`config.mk`:
```
export PLATFORM = sky130hd
export DESIGN_NAME = pwd_decoder_flat
export DESIGN_NICKNAME = d
export VERILOG_FILES = /design/src/design/pwd_pkg.sv /design/src/design/pwd_bus_if.sv /design/src/design/pwd_sel_prio.sv /design/src/design/pwd_decoder.sv /design/src/flat_wrapper.sv
export SDC_FILE = /design/constraint.sdc
export NUM_CORES = 1
export LEC_CHECK = 0
export BUFFER_PORTS_ARGS = -buffer_cell sky130_fd_sc_hd__buf_2
export CAP_MARGIN = 30
export CORE_ASPECT_RATIO = 1.1
export CORE_MARGIN = 5
export CORE_UTILIZATION = 35
export DETAILED_ROUTE_END_ITERATION = 10
export PLACE_DENSITY_LB_ADDON = 0.1
export SLEW_MARGIN = 20
export SYNTH_ARGS = -nofsm -noshare
export SYNTH_HDL_FRONTEND = slang
export SYNTH_SLANG_ARGS = --single-unit
```
`constraint.sdc`:
```
create_clock -name ref_clk -period 2.8 [get_ports ref_clk]
set_input_delay 0.28 -clock ref_clk [delete_from_list [all_inputs] [get_ports ref_clk]]
set_output_delay 0.28 -clock ref_clk [all_outputs]
set_load 0.01 [all_outputs]
```
`src/design/pwd_pkg.sv`:
```
// Shared constants and types for the page window address decoder and its CPU end.
package pwd_pkg;
	localparam int ADDR_W = 16;
	localparam int DATA_W = 16;
	localparam int PIX_W = 6;
	localparam int XADDR_W = 6;
	localparam logic [15:0] WIN_LO = 16'h8000;
	localparam logic [15:0] WIN_HI = 16'hbfff;
	localparam logic [15:0] UNPAGED_LO = 16'hc000;
	localparam logic [15:0] BANK1_LO = 16'h4000;
	localparam logic [5:0] XA_BANK0 = 6'h3d;
	localparam logic [5:0] XA_BANK1 = 6'h3e;
	localparam logic [5:0] XA_BANK3 = 6'h3f;
	localparam logic [5:0] EXT_LIMIT_00 = 6'h37;
	localparam logic [5:0] EXT_LIMIT_01 = 6'h2f;
	localparam logic [5:0] EXT_LIMIT_10 = 6'h1f;
	localparam logic [5:0] PAGE_RESET = 6'h00;
	// Register block layout, 1K block at default base 0.
	localparam logic [15:0] REG_BASE = 16'h0000;
	localparam logic [15:0] REG_SIZE = 16'h0400;
	localparam logic [15:0] EXP_REGS = 16'h0010;
	localparam logic [15:0] PORT_A_DATA_OFS = 16'h0000;
	localparam logic [15:0] PORT_B_DATA_OFS = 16'h0001;
	localparam logic [15:0] PORT_A_DIRECTION_OFS = 16'h0002;
	localparam logic [15:0] PORT_B_DIRECTION_OFS = 16'h0003;
	localparam logic [15:0] PORT_E_DATA_OFS = 16'h0008;
	localparam logic [15:0] PORT_E_DIRECTION_OFS = 16'h0009;
	localparam logic [15:0] PAGE_OFS = 16'h0030;
	localparam logic [15:0] PORTK_OFS = 16'h0032;
	localparam logic [15:0] DDRK_OFS = 16'h0033;
	localparam logic [15:0] IMPL_LIMIT = 16'h0040;
	localparam logic [15:0] DBG_LO = 16'hff00;
	localparam logic [15:0] RAM_BASE = 16'h0800;
	localparam logic [15:0] RAM_SIZE = 16'h0800;
	localparam logic [15:0] EE_BASE = 16'h1000;
	localparam logic [15:0] EE_SIZE = 16'h0800;
	localparam int NSEL = 6;
	typedef enum logic [2:0] {
		PWD_SEL_DBG, PWD_SEL_REG, PWD_SEL_RAM, PWD_SEL_EE, PWD_SEL_ROM, PWD_SEL_EXT
	} pwd_sel_e;
	typedef enum logic [1:0] {
		PWD_MODE_SINGLE, PWD_MODE_EXPANDED, PWD_MODE_EMULATION, PWD_MODE_PERIPH
	} pwd_mode_e;
endpackage

```
`src/design/pwd_bus_if.sv`:
```
// Core bus between the CPU end and the page window address decoder.
`timescale 1ns/1ps
`default_nettype none
interface pwd_bus_if;
	logic [15:0] addr;
	logic [15:0] wdata;
	logic wr;
	logic rd;
	logic byte_acc;
	logic [15:0] rdata;
	logic page_load;
	logic [5:0] page_load_val;
	logic [5:0] page_value;
	modport dec (input addr, wdata, wr, rd, byte_acc, page_load, page_load_val,
		output rdata, page_value);
	modport cpu (output addr, wdata, wr, rd, byte_acc, page_load, page_load_val,
		input rdata, page_value);
endinterface
`default_nettype wire

```
`src/design/pwd_sel_prio.sv`:
```
// Priority encoder turning per-block hit flags into one one-hot select, all zero when no block hits.
`timescale 1ns/1ps
`default_nettype none
module pwd_sel_prio (
	input wire logic [pwd_pkg::NSEL-1:0] hit,
	output logic [pwd_pkg::NSEL-1:0] sel
);
	// Bit 0 is the highest priority; each bit yields to every lower index.
	genvar i;
	generate
		for (i = 0; i < pwd_pkg::NSEL; i++) begin : g_pri
			if (i == 0) begin : g_top
				assign sel[i] = hit[i];
			end else begin : g_rest
				assign sel[i] = hit[i] & ~(|hit[i-1:0]);
			end
		end
	endgenerate
endmodule
`default_nettype wire

```
`src/design/pwd_decoder.sv`:
```
// Page window address decoder: block selects, external selects, page register, data steering.
`timescale 1ns/1ps
`default_nettype none
module pwd_decoder (
	input wire logic ref_clk,
	input wire logic nrst,
	pwd_bus_if.dec bus,
	input wire logic [1:0] mode,
	input wire logic port_e_data_expand_enable,
	input wire logic portk_expand_enable,
	input wire logic [1:0] paging_partition_switches,
	input wire logic page_write_allowed,
	input wire logic [15:0] reg_rdata,
	input wire logic [15:0] ram_rdata,
	input wire logic [15:0] ee_rdata,
	input wire logic [15:0] rom_rdata,
	input wire logic [15:0] ext_rdata,
	input wire logic [15:0] dbg_rdata,
	output logic [5:0] block_sel,
	output logic window_internal,
	output logic [5:0] extended_address_hi,
	output logic emulation_select_n,
	output logic external_select_n,
	output logic portk_pins_owned,
	output logic [15:0] core_addr,
	output logic [15:0] core_wdata,
	output logic core_wr,
	output logic core_rd
);
	logic [5:0] program_page_index_r;
	logic [15:0] ofs;
	logic expanded;
	logic emul;
	logic periph;
	logic in_reg;
	logic reg_removed;
	logic reg_impl;
	logic in_win;
	logic win_ext;
	logic [5:0] hit;
	logic [5:0] sel;
	logic [5:0] page_eff;
	logic [2:0] rd_src_r;
	logic swap_r;
	logic [15:0] rmux;

	assign expanded = (mode == pwd_pkg::PWD_MODE_EXPANDED) || (mode == pwd_pkg::PWD_MODE_EMULATION);
	assign emul = (mode == pwd_pkg::PWD_MODE_EMULATION);
	assign periph = (mode == pwd_pkg::PWD_MODE_PERIPH);
	assign ofs = bus.addr - pwd_pkg::REG_BASE;
	assign in_reg = (bus.addr >= pwd_pkg::REG_BASE) && (ofs < pwd_pkg::REG_SIZE);
	assign reg_impl = ofs < pwd_pkg::IMPL_LIMIT;

	// Registers handed to the external bus leave the internal map.
	always_comb begin
		reg_removed = 1'b0;
		if (expanded && (ofs == pwd_pkg::PORT_A_DATA_OFS || ofs == pwd_pkg::PORT_B_DATA_OFS ||
			ofs == pwd_pkg::PORT_A_DIRECTION_OFS || ofs == pwd_pkg::PORT_B_DIRECTION_OFS)) begin
			reg_removed = 1'b1;
		end
		if (expanded && port_e_data_expand_enable &&
			(ofs == pwd_pkg::PORT_E_DATA_OFS || ofs == pwd_pkg::PORT_E_DIRECTION_OFS)) begin
			reg_removed = 1'b1;
		end
		if (periph && ofs < pwd_pkg::EXP_REGS) begin
			reg_removed = 1'b1;
		end
		if (emul && portk_expand_enable &&
			(ofs == pwd_pkg::PORTK_OFS || ofs == pwd_pkg::DDRK_OFS)) begin
			reg_removed = 1'b1;
		end
	end

	// A page loaded by an instruction is visible in the same cycle.
	assign page_eff = bus.page_load ? bus.page_load_val : program_page_index_r;
	assign in_win = (bus.addr >= pwd_pkg::WIN_LO) && (bus.addr <= pwd_pkg::WIN_HI);

	always_comb begin
		case (paging_partition_switches)
			2'b00: win_ext = page_eff <= pwd_pkg::EXT_LIMIT_00;
			2'b01: win_ext = page_eff <= pwd_pkg::EXT_LIMIT_01;
			2'b10: win_ext = page_eff <= pwd_pkg::EXT_LIMIT_10;
			default: win_ext = 1'b0;
		endcase
	end

	// Window pages at or below the partition limit fall through to external space.
	assign window_internal = in_win && !win_ext;
	assign hit[pwd_pkg::PWD_SEL_DBG] = bus.addr >= pwd_pkg::DBG_LO;
	assign hit[pwd_pkg::PWD_SEL_REG] = in_reg && !reg_removed;
	assign hit[pwd_pkg::PWD_SEL_RAM] = (bus.addr >= pwd_pkg::RAM_BASE) &&
		((bus.addr - pwd_pkg::RAM_BASE) < pwd_pkg::RAM_SIZE);
	assign hit[pwd_pkg::PWD_SEL_EE] = (bus.addr >= pwd_pkg::EE_BASE) &&
		((bus.addr - pwd_pkg::EE_BASE) < pwd_pkg::EE_SIZE);
	assign hit[pwd_pkg::PWD_SEL_ROM] = (in_win && !win_ext) || (bus.addr >= pwd_pkg::UNPAGED_LO);
	// Registers handed to the expansion bus in expanded or emulation mode are decoded as external accesses.
	assign hit[pwd_pkg::PWD_SEL_EXT] = expanded && (!in_reg || reg_removed);

	pwd_sel_prio u_prio (
		.hit(hit),
		.sel(sel)
	);

	assign block_sel = sel;
	assign emulation_select_n = !(portk_expand_enable && emul && sel[pwd_pkg::PWD_SEL_ROM]);
	// Removed or unimplemented register locations never raise the external select.
	assign external_select_n = !(portk_expand_enable && emulation_select_n &&
		sel[pwd_pkg::PWD_SEL_EXT] && !in_reg);
	assign portk_pins_owned = portk_expand_enable;

	always_comb begin
		if (!(expanded && portk_expand_enable)) begin
			extended_address_hi = pwd_pkg::XA_BANK3;
		end else if (in_win) begin
			extended_address_hi = page_eff;
		end else if (bus.addr < pwd_pkg::BANK1_LO) begin
			extended_address_hi = pwd_pkg::XA_BANK0;
		end else if (bus.addr < pwd_pkg::WIN_LO) begin
			extended_address_hi = pwd_pkg::XA_BANK1;
		end else begin
			extended_address_hi = pwd_pkg::XA_BANK3;
		end
	end

	// Instruction loads take precedence over a coincident bus write.
	always_ff @(posedge ref_clk or negedge nrst) begin
		if (!nrst) begin
			program_page_index_r <= pwd_pkg::PAGE_RESET;
		end else if (bus.page_load) begin
			program_page_index_r <= bus.page_load_val;
		end else if (bus.wr && page_write_allowed && in_reg && ofs == pwd_pkg::PAGE_OFS) begin
			program_page_index_r <= bus.wdata[5:0];
		end
	end
	assign bus.page_value = program_page_index_r;

	// Read source and lane swap are captured so data return in the next cycle.
	always_ff @(posedge ref_clk or negedge nrst) begin
		if (!nrst) begin
			rd_src_r <= 3'h5;
			swap_r <= 1'b0;
		end else if (bus.rd) begin
			rd_src_r <= (in_reg && ofs == pwd_pkg::PAGE_OFS) ? 3'h6 :
				((sel == 6'h00) ? 3'h7 : 3'(pwd_pkg::PWD_SEL_DBG));
			for (int k = 0; k < pwd_pkg::NSEL; k++) begin
				if (sel[k]) begin
					rd_src_r <= (in_reg && ofs == pwd_pkg::PAGE_OFS) ? 3'h6 : 3'(k);
				end
			end
			swap_r <= bus.byte_acc && bus.addr[0];
		end
	end

	always_comb begin
		case (rd_src_r)
			3'h0: rmux = dbg_rdata;
			3'h1: rmux = reg_rdata;
			3'h2: rmux = ram_rdata;
			3'h3: rmux = ee_rdata;
			3'h4: rmux = rom_rdata;
			3'h5: rmux = ext_rdata;
			3'h6: rmux = {10'h000, program_page_index_r};
			default: rmux = 16'h0000;
		endcase
	end
	assign bus.rdata = swap_r ? {rmux[7:0], rmux[15:8]} : rmux;

	assign core_addr = bus.addr;
	assign core_wdata = (bus.byte_acc && bus.addr[0]) ?
		{bus.wdata[7:0], bus.wdata[7:0]} : bus.wdata;
	assign core_wr = bus.wr;
	assign core_rd = bus.rd;
endmodule
`default_nettype wire

```
`src/flat_wrapper.sv`:
```
// flat-port wrapper written by rule: the top's interface ports become plain ports
module pwd_decoder_flat 
  (ref_clk, nrst, mode, port_e_data_expand_enable, portk_expand_enable, paging_partition_switches, page_write_allowed, reg_rdata, ram_rdata, ee_rdata, rom_rdata, ext_rdata, dbg_rdata, block_sel, window_internal, extended_address_hi, emulation_select_n, external_select_n, portk_pins_owned, core_addr, core_wdata, core_wr, core_rd, bus_addr, bus_wdata, bus_wr, bus_rd, bus_byte_acc, bus_page_load, bus_page_load_val, bus_rdata, bus_page_value);
  pwd_bus_if bus_i ();
  input wire logic ref_clk;
  input wire logic nrst;
  input wire logic [1:0] mode;
  input wire logic port_e_data_expand_enable;
  input wire logic portk_expand_enable;
  input wire logic [1:0] paging_partition_switches;
  input wire logic page_write_allowed;
  input wire logic [15:0] reg_rdata;
  input wire logic [15:0] ram_rdata;
  input wire logic [15:0] ee_rdata;
  input wire logic [15:0] rom_rdata;
  input wire logic [15:0] ext_rdata;
  input wire logic [15:0] dbg_rdata;
  output logic [5:0] block_sel;
  output logic window_internal;
  output logic [5:0] extended_address_hi;
  output logic emulation_select_n;
  output logic external_select_n;
  output logic portk_pins_owned;
  output logic [15:0] core_addr;
  output logic [15:0] core_wdata;
  output logic core_wr;
  output logic core_rd;
  input wire logic [$bits(bus_i.addr)-1:0] bus_addr;
  input wire logic [$bits(bus_i.wdata)-1:0] bus_wdata;
  input wire logic [$bits(bus_i.wr)-1:0] bus_wr;
  input wire logic [$bits(bus_i.rd)-1:0] bus_rd;
  input wire logic [$bits(bus_i.byte_acc)-1:0] bus_byte_acc;
  input wire logic [$bits(bus_i.page_load)-1:0] bus_page_load;
  input wire logic [$bits(bus_i.page_load_val)-1:0] bus_page_load_val;
  output wire logic [$bits(bus_i.rdata)-1:0] bus_rdata;
  output wire logic [$bits(bus_i.page_value)-1:0] bus_page_value;
  assign bus_i.addr = bus_addr;
  assign bus_i.wdata = bus_wdata;
  assign bus_i.wr = bus_wr;
  assign bus_i.rd = bus_rd;
  assign bus_i.byte_acc = bus_byte_acc;
  assign bus_i.page_load = bus_page_load;
  assign bus_i.page_load_val = bus_page_load_val;
  assign bus_rdata = bus_i.rdata;
  assign bus_page_value = bus_i.page_value;
  pwd_decoder u_core (.ref_clk(ref_clk), .nrst(nrst), .bus(bus_i), .mode(mode), .port_e_data_expand_enable(port_e_data_expand_enable), .portk_expand_enable(portk_expand_enable), .paging_partition_switches(paging_partition_switches), .page_write_allowed(page_write_allowed), .reg_rdata(reg_rdata), .ram_rdata(ram_rdata), .ee_rdata(ee_rdata), .rom_rdata(rom_rdata), .ext_rdata(ext_rdata), .dbg_rdata(dbg_rdata), .block_sel(block_sel), .window_internal(window_internal), .extended_address_hi(extended_address_hi), .emulation_select_n(emulation_select_n), .external_select_n(external_select_n), .portk_pins_owned(portk_pins_owned), .core_addr(core_addr), .core_wdata(core_wdata), .core_wr(core_wr), .core_rd(core_rd));
endmodule
```
After elaboration in Yosys (flattened, before gate mapping)
Cells that the tools add are included.
Widths: inputs -> output; s select.

storage, ports and cells
  register bits = 10
  output and inout port bits = 72
  logic and storage cells = 124

cells by class
  add/sub/neg operators = 2
  magnitude comparators = 16
  equal/unequal tests = 19
  muxes and demuxes = 29
  bitwise logic cells = 10
  reduce and logical (&&, ||, !) cells = 45

operator list
  kind                    count
  $pmux 16 s7             1
  $eq 16x6->1 const B     3
  $ge 16x16->1 const B    3
  $mux 3                  12
  $mux 6                  6
  $eq 16x2->1 const B     2
  $eq 16x4->1 const B     2
  $lt 16x12->1 const B    2
  $mux 16                 2
  $logic_and 1x1->1       23
  $eq 16x1->1 const B     1
  $ge 16x1->1 const B     1
  $ge 16x12->1 const B    1
  $ge 16x13->1 const B    1
  $le 16x16->1 const B    1
  $logic_not 16->1        1
  $lt 16x11->1 const B    1
  $lt 16x15->1 const B    1
  $lt 16x16->1 const B    1
  $lt 16x5->1 const B     1
  $sub 16x12->16 const B  1
  $sub 16x13->16 const B  1
  $le 6x6->1 const B      2
  $eq 3x3->1 const B      3
  20 further kinds        48

Longest topological paths before layout
Gate-level depths: netlist (run 1).

  depth in word-level cells = 23
  gate-level depth with buffers = 7

Hierarchy
A second synthesis (run 1) with hierarchy kept.

second synthesis, totals
  cell total of the unflattened synthesis = 319
  area, all modules = 2,441.1 µm²

by module, submodules not included
  module        times used  cells each  area an instance (µm²)  seq. area each (µm²)
  pwd_decoder   1           312         2,383.5                 252.7
  pwd_sel_prio  1           7           57.6                    0.0

Worst setup path before layout (run 1)
Ideal clock, no wire load.

  path kind = flip-flop to output port
  start point = reg u_core.rd_src_r[0]
  end point = out bus_rdata[9]
  data arrival time = 1,906 ps
  data required time = 2,520 ps
  setup slack = 614 ps
  cell stages (with the launch flop) = 8
  cell sequence = dfstp_2 buf_2 buf_2 mux2_2 a22oi_1 o22ai_1 a31oi_1 mux2i_1

between the ends
  longest elaborated chain between the ends = 3

RTL lines
  element                             RTL line            RTL
  start, declared                     pwd_decoder.sv:43   logic [2:0] rd_src_r;
  start signal, assigned              pwd_decoder.sv:143  rd_src_r <= (in_reg && ofs == pwd_pkg::PAGE_OFS) ? 3'h6 :
  start signal, assigned              pwd_decoder.sv:147  rd_src_r <= (in_reg && ofs == pwd_pkg::PAGE_OFS) ? 3'h6 : 3'(k);
  $eq 3x3->1 (tied with other cells)  pwd_decoder.sv:155  case (rd_src_r)
  $pmux 16 s7 (*)                     pwd_decoder.sv:155
  $mux 16 (*)                         pwd_decoder.sv:166  assign bus.rdata = swap_r ? {rmux[7:0], rmux[15:8]} : rmux;
  end, declared                       flat_wrapper.sv:35  output wire logic [$bits(bus_i.rdata)-1:0] bus_rdata;

Mark *: on every way between the ends. The rest lies on a longest branch, timed or not.

Worst setup path in the final report (run 1)
  start point = reg u_core.rd_src_r[0]
  end point = out bus_rdata[1]

Same word-level chain as after synthesis.

==> results of run 1 <==
critical path: cells and delay by family, from the launching register on:
kind                   cells  cell delay [ns]
AOI/OAI and AO/OA          3             0.51
buffers and inverters      2             0.40
DFF                        1             0.72
muxes                      2             0.44
what timing repair did:
item,4_1_cts,5_1_grt
hold buffers,1,0
buffers inserted,0,0
setup endpoints to repair,0,0
hold endpoints to repair,8,0
resized for setup,0,0
cell usage after synthesis, types with 6 or more instances:
library cell  instances
o21ai_1               6
mux2i_1              31
nand3_1               6
o21ai_0              12
dfrtp_1               8
a22oi_1              13
inv_1                 7
clkbuf_1              6
mux4_2               10
buf_4                28
o22ai_1               6
nor2_1               17
mux2_2               26
nand2_1              17
nor2b_1               7
report_power, final:
part	switching [W]	total [W]	leakage, nW	internal (W)
combinational	0.000305	0.000645	1.49	0.000340
clock	0.0000487	0.000172	0.0288	0.000123
sequential	0.0000394	0.000201	0.119	0.000161
worst min-delay path by stage:
stage | endpoint | slack [ns] | cells after the start | startpoint
after floorplan | u_core.bus.page_value[0] | -0.02 | 0 | nrst
after global placement | u_core.bus.page_value[2] | 0.15 | 1 | nrst
after detailed placement | u_core.bus.page_value[2] | 0.15 | 1 | nrst
after CTS | u_core.rd_src_r[2] | 0.28 | 2 | bus_rd
after global routing | u_core.rd_src_r[2] | 0.31 | 2 | bus_rd
final | u_core.rd_src_r[2] | 0.27 | 2 | bus_rd
per-layer routing:
layer | share of wire [%] | track usage [%] | routed length, um | up-vias
met5 | 0 | 0 | 0 | -
met4 | 2.0 | 5.67 | 159 | 0
met3 | 9.6 | 3.11 | 779 | 14
met2 | 50 | 34.7 | 4040 | 138
met1 | 39 | 23.5 | 3120 | 1208
li1 | - | - | - | 1313
logic make-up after synthesis:
group	Yosys count
and+or+nand+nor	70
adders and majority gates	3
AOI/OAI and AO/OA	56
xor gates and xnor gates	1
buffers and inverters	48
DFF	10
muxes	67
sequential cells by signal, summed over array words and instances, names as in the netlist:
name                   count
u_core.bus.page_value      6
u_core.rd_src_r            3
u_core.swap_r              1
cell type report:
type                       count  share of cell area [%]
multi-input combinational    197                    50.4
inverter                       7                   0.817
sequential                    10                    7.86
tap                           80                    3.11
clock buffer                   4                    1.71
timing repair buffer         225                    36.0
metrics by stage:
| step | utilization [%] | hold slack (ns) | setup slack (ns) |
|---|---|---|---|
| 2_1_floorplan | - | -0.0156 | 0.614 |
| 3_3_place_gp | 51.8 | 0.149 | 0.501 |
| 3_5_place_dp | 51.8 | 0.149 | 0.454 |
| 4_1_cts | 52.9 | 0.278 | 0.212 |
| 5_1_grt | 52.9 | 0.307 | 0.0399 |
| 6_report | 52.9 | 0.271 | 0.219 |
==> key figures, run 1 <==
Power and ir drop
  – Tot Pwr: 0.00102 W
  – Peak supply drop: 0.150 mV
  – Power per cell area: 317 mW/mm^2
  – Lkg Pwr: 1.64 nW

Timing
  – Min Tclk post-route: 2.58 ns
  – Relative slew slack: 42.6%
  – Final TNS setup: 0 ns
  – Fin. Hold Viols: 0
  – RSZ-0062 raised after global routing: no
  – Tcrit/Tclk final: 92.2%
  – FMAX: 387 MHz
  – Worst Max-Slew Pin Slew: 0.861 ns
  – Final slew viol count: 0
  – Final setup violation count: 0
  – Final Skew: 0.00345 ns

Placement
  – Port buffer count: 218
  – GP Congestion: 0.987
  – Post-DP HPWL: 7060 um
  – Placed instance count: 518
  – Post-DP Area: 0.00315 mm^2

Floorplanning
  – Initial Util: 35.6%
  – Row cnt: 30
  – Die W: 85.0 um
  – Total core area: 0.00608 mm^2
  – I/O Pins: 219
  – Die height: 92.5 um
  – Die area: 0.00786 mm^2

Critical path
  – Worst Path Arrival: 2.30 ns
  – Worst Setup SP: u_core.rd_src_r[0]
  – CP Max Fanout: 13
  – Data required, critical path: 2.52 ns
  – R2R depth: 6
  – Worst R2R Start: u_core.bus.page_value[5]
  – Reg-to-reg setup timing slack: 1.12 ns
  – Slowest Stage Delay on Critical Path: 0.72 ns
  – Crit-path slowest cell: dfstp_2
  – Crit-path cells: buf_4 > mux2_2 > a22oi_1 > o22ai_1 > a31oi_1 > mux2i_1 > buf_2
  – Critical path destination: bus_rdata[1]
  – Crit start category: flop
  – Critical setup path kind: flop to output pin
  – Setup crit end kind: output pin
  – R2R Path End: u_core.rd_src_r[0]

Routing
  – Via Count: 2673
  – ANT nets after route: 0
  – Wirelength per Cell: 15.5 um
  – Vias/cell: 5.11
  – Residual DRC: 0
  – Routed wire length: 8100 um
  – Initial drt markers: 75
  – 1st-pass router iterations: 4

Synthesis
  – Main synth FF type: dfrtp_1
  – Mean Syn Cell Area: 8.49 um^2
  – Compound-Gate Fraction of Synth Area: 17.2%
  – #FFs+latches synth: 10
  – Sequential area share after synthesis: 11.7%
  – Post-synth cell types: 49
  – YS warnings: 0
  – Ys async rst share: 100%
  – Syn Inst Count: 255
  – Synth area leaders: mux2i_1 14%, mux2_2 14%, mux4_2 10%, buf_4 9.7%, dfrtp_1 9.2%
  – Yosys top cell area share: 14.3%
  – Synth Area in Simple Gates: 17.3%
  – XOR/XNOR Fraction of Synth Area: 0.405%
  – Largest family of logic cells by synthesized area: multiplexers
  – Multiplexer share of the synthesized area: 38.3%
  – Adder-Cell Fraction of Synth Area: 1.73%
  – Cell taking the most area after synthesis: mux2i_1
  – Synth Net Count: 405
  – Post-synth EDFFs: 0
  – Cell Area, Synth: 0.00216 mm^2

Global route
  – Gr usage total: 19.3%
  – Vias in the first global route: 2716
  – Initial antenna violation count: 0
  – Global route total overflow: 0
  – Largest net degree at the start of global routing: 21
  – First-pass GRT wire length: 12800 um

CTS
  – CTS Sinks: 10
  – CTS Buffer Depth: 2
  – CTS tree: done
  – CTS Root Cell: clkbuf_8
  – CTS Buf Count: 3
  – Worst-path clk slew: 0.04 ns
  – Htree depth: 1
  – Worst-skew pair later-pin latency: 0.23 ns

Finish
  – Most common cell after layout, fill and taps aside: buf_2
  – Antenna diodes: 0
  – Layout cell share with drive strength beyond 1: 61.2%
  – Fillcell total: 623
  – Nets: 594
  – Post-route design area: 0.00321 mm^2
  – Most frequent cells in the layout: 218 x buf_2, 31 x mux2i_1, 26 x mux2_2, 17 x nor2_1, 17 x nand2_1
  – Seq. cell area: 253 um^2
  – Multi-input logic area: 0.00162 mm^2
  – Area grow syn2layout: 48.5%
  – Non-filler instance count after layout: 523

Run
  – Max-cap viol count: 0

Run status
  – Status: finished clean

Worst hold path
  – Hold Crit Class: input port to flop
Note: power is estimated with default switching activity, not from simulation.
==> run 2: changes to the inputs <==
clock period = 2.9 ns   (was 2.8 ns; I/O delays follow)
==> run 2 against run 1 <==
Against the previous run: wire length rose by 1.6%; critical path type unchanged; register-to-register slack barely moved; combinational power fell by 3.9%; hold slack improved by 0.016 ns; clock power barely moved; largest power group unchanged; cell area fell by 0.62%; critical endpoint is now bus_rdata[0].
==> key figures, run 2 (synthesized netlist as in run 1, its figures left out) <==
CTS
  – Worst-path clk slew: 0.05 ns (was 0.04 ns)
  – Cts hold-fix bufs: 1 (unchanged)
  – Htree depth: 1 (unchanged)
  – CTS Buf Count: 3 (unchanged)
  – CTS tree: done (unchanged)
  – Post-CTS Setup Repair Bufs: 0 (unchanged)
  – CTS Root Cell: clkbuf_8 (unchanged)
  – CTS Sinks: 10 (unchanged)
  – CTS Buffer Depth: 2 (unchanged)
  – Worst-skew pair later-pin latency: 0.24 ns (was 0.23 ns)
  – CTS resizes: 0 (unchanged)

Run
  – Max-cap viol count: 0 (unchanged)

Routing
  – Via Count: 2725 (was 2673)
  – Routed wire length: 8230 um (was 8100 um)
  – Wirelength per Cell: 15.8 um (was 15.5 um)
  – Initial drt markers: 89 (was 75)
  – Residual DRC: 0 (unchanged)
  – Vias/cell: 5.22 (was 5.11)
  – ANT nets after route: 0 (unchanged)
  – 1st-pass router iterations: 4 (unchanged)

Global route
  – Global route total overflow: 0 (unchanged)
  – Gr usage total: 19.9% (was 19.3%)
  – First-pass GRT wire length: 13100 um (was 12800 um)
  – Vias in the first global route: 2901 (was 2716)
  – Initial antenna violation count: 0 (unchanged)
  – Largest net degree at the start of global routing: 30 (was 21)

Floorplanning
  – Row cnt: 30 (unchanged)
  – Total core area: 0.00608 mm^2 (unchanged)
  – Die W: 85.0 um (unchanged)
  – Initial Util: 35.6% (unchanged)
  – I/O Pins: 219 (unchanged)
  – Die height: 92.5 um (unchanged)
  – Die area: 0.00786 mm^2 (unchanged)

Timing
  – RSZ-0062 raised after global routing: no (unchanged)
  – Worst Max-Slew Pin Slew: 0.836 ns (was 0.861 ns)
  – Final setup violation count: 0 (unchanged)
  – Relative slew slack: 44.3% (was 42.6%)
  – Final WS setup: 0.302 ns (was 0.219 ns)
  – Final Skew: 0.000726 ns (was 0.00345 ns)
  – Tcrit/Tclk final: 89.6%
  – Fin. Hold Viols: 0 (unchanged)
  – Final slew viol count: 0 (unchanged)
  – Hold_ws: 0.287 ns (was 0.271 ns)
  – Min Tclk post-route: 2.60 ns
  – Final TNS setup: 0 ns (unchanged)
  – FMAX: 385 MHz

Critical path
  – CP Max Fanout: 13 (unchanged)
  – Crit-path slowest cell: dfstp_2 (unchanged)
  – Data required, critical path: 2.61 ns (was 2.52 ns)
  – Crit-path cells: buf_4 > mux4_2 > a22oi_1 > mux2i_1 > buf_2 (was buf_4 > mux2_2 > a22oi_1 > o22ai_1 > a31oi_1 > mux2i_1 > buf_2)
  – Setup crit end kind: output pin (unchanged)
  – Crit start category: flop (unchanged)
  – Critical setup path kind: flop to output pin (unchanged)
  – Top delay family on crit path: flip-flops (unchanged)
  – Slowest Stage Delay on Critical Path: 0.69 ns (was 0.72 ns)
  – R2R depth: 6 (unchanged)
  – CP Buf/Inv Count: 2 (unchanged)
  – Crit. path cell count: 5 (was 7)
  – Worst Path Arrival: 2.31 ns (was 2.30 ns)

Finish
  – Nets: 593 (was 594)
  – Layout cell share with drive strength beyond 1: 61.1% (was 61.2%)
  – Most frequent cells in the layout: 218 x buf_2, 31 x mux2i_1, 26 x mux2_2, 17 x nor2_1, 17 x nand2_1 (unchanged)
  – Antenna diodes: 0 (unchanged)
  – Final Util: 52.5% (was 52.9%)
  – Area grow syn2layout: 47.6% (was 48.5%)
  – Max FFs per register: 6 (unchanged)
  – Most common cell after layout, fill and taps aside: buf_2 (unchanged)

Power and ir drop
  – Logic pwr share: 63.1% (was 63.4%)
  – Switching part of the total: 39.2% (was 38.6%)
  – Lkg Pwr: 1.63 nW (was 1.64 nW)
  – Peak supply drop: 0.118 mV (was 0.150 mV)
  – Power per cell area: 308 mW/mm^2 (was 317 mW/mm^2)
  – P_int: 0.000597 W (was 0.000624 W)
  – Psw: 0.000386 W (was 0.000393 W)
  – Clock group share of total power: 17.6% (was 16.9%)
  – Seq pwr share: 19.3% (was 19.7%)

Placement
  – GP Congestion: 0.884 (was 0.987)
  – Port buffer count: 218 (unchanged)
  – Post-DP HPWL: 7080 um (was 7060 um)
  – Worst slack, placed: 0.533 ns (was 0.454 ns)

Worst hold path
  – WHS Path Cells: 2 (unchanged)
  – Hold Crit Class: input port to flop (unchanged)

Run status
  – Status: finished clean (unchanged)
## run 2: cell types whose count changed in the layout (fill, tap and decap cells not counted), sizes merged
| cell | delta |
|---|---|
| buf | -1 |
## run 2: worst paths after layout
kind | start | end | slack [ns]
worst max-delay path | u_core.rd_src_r[0] | bus_rdata[0] | 0.30
worst min-delay path | bus_rd | u_core.rd_src_r[2] | 0.29
worst max register to register | u_core.bus.page_value[5] | u_core.rd_src_r[0] | 1.11
worst min register to register | u_core.rd_src_r[1] | u_core.rd_src_r[1] | 0.55
max in group asynchronous | nrst | u_core.rd_src_r[0] | 2.19
min in group asynchronous | nrst | u_core.bus.page_value[3] | 0.46
## run 2: final cells by class
type	instances	area [um^2]
repair buffers	224	1140
clock buffers	4	55.1
flip-flops and latches	10	253
well taps	80	100
inverters	7	26.3
multi-input cells	197	1620
fillers	634	2890
## run 2: metrics by stage
stage | std cells | cell area (um^2) | total power, W
2_1_floorplan | 255 | 2160 | 0.000571
3_3_place_gp | 517 | 3130 | 0.000809
4_1_cts | 522 | 3190 | 0.000998
5_1_grt | 522 | 3190 | 0.00106
6_report | 522 | 3190 | 0.000983
3_5_place_dp | 517 | 3130 | 0.000816
## run 2: power groups by stage
stage               clock [W]  sequential, W  combinational [W]
global placement            0       0.000191           0.000617
floorplan                   0       0.000170           0.000401
CTS                  0.000181       0.000190           0.000627
finish               0.000173       0.000189           0.000620
global route         0.000187       0.000193           0.000680
detailed placement          0       0.000192           0.000624
## run 2: routing by layer
metal  up-vias  track usage, %  wire length (um)
met1      1261            22.8              3080
met4         0            5.67               139
met3        12            3.38               749
met5         -               0                 0
met2       140            37.3              4260
li1       1312               -                 -
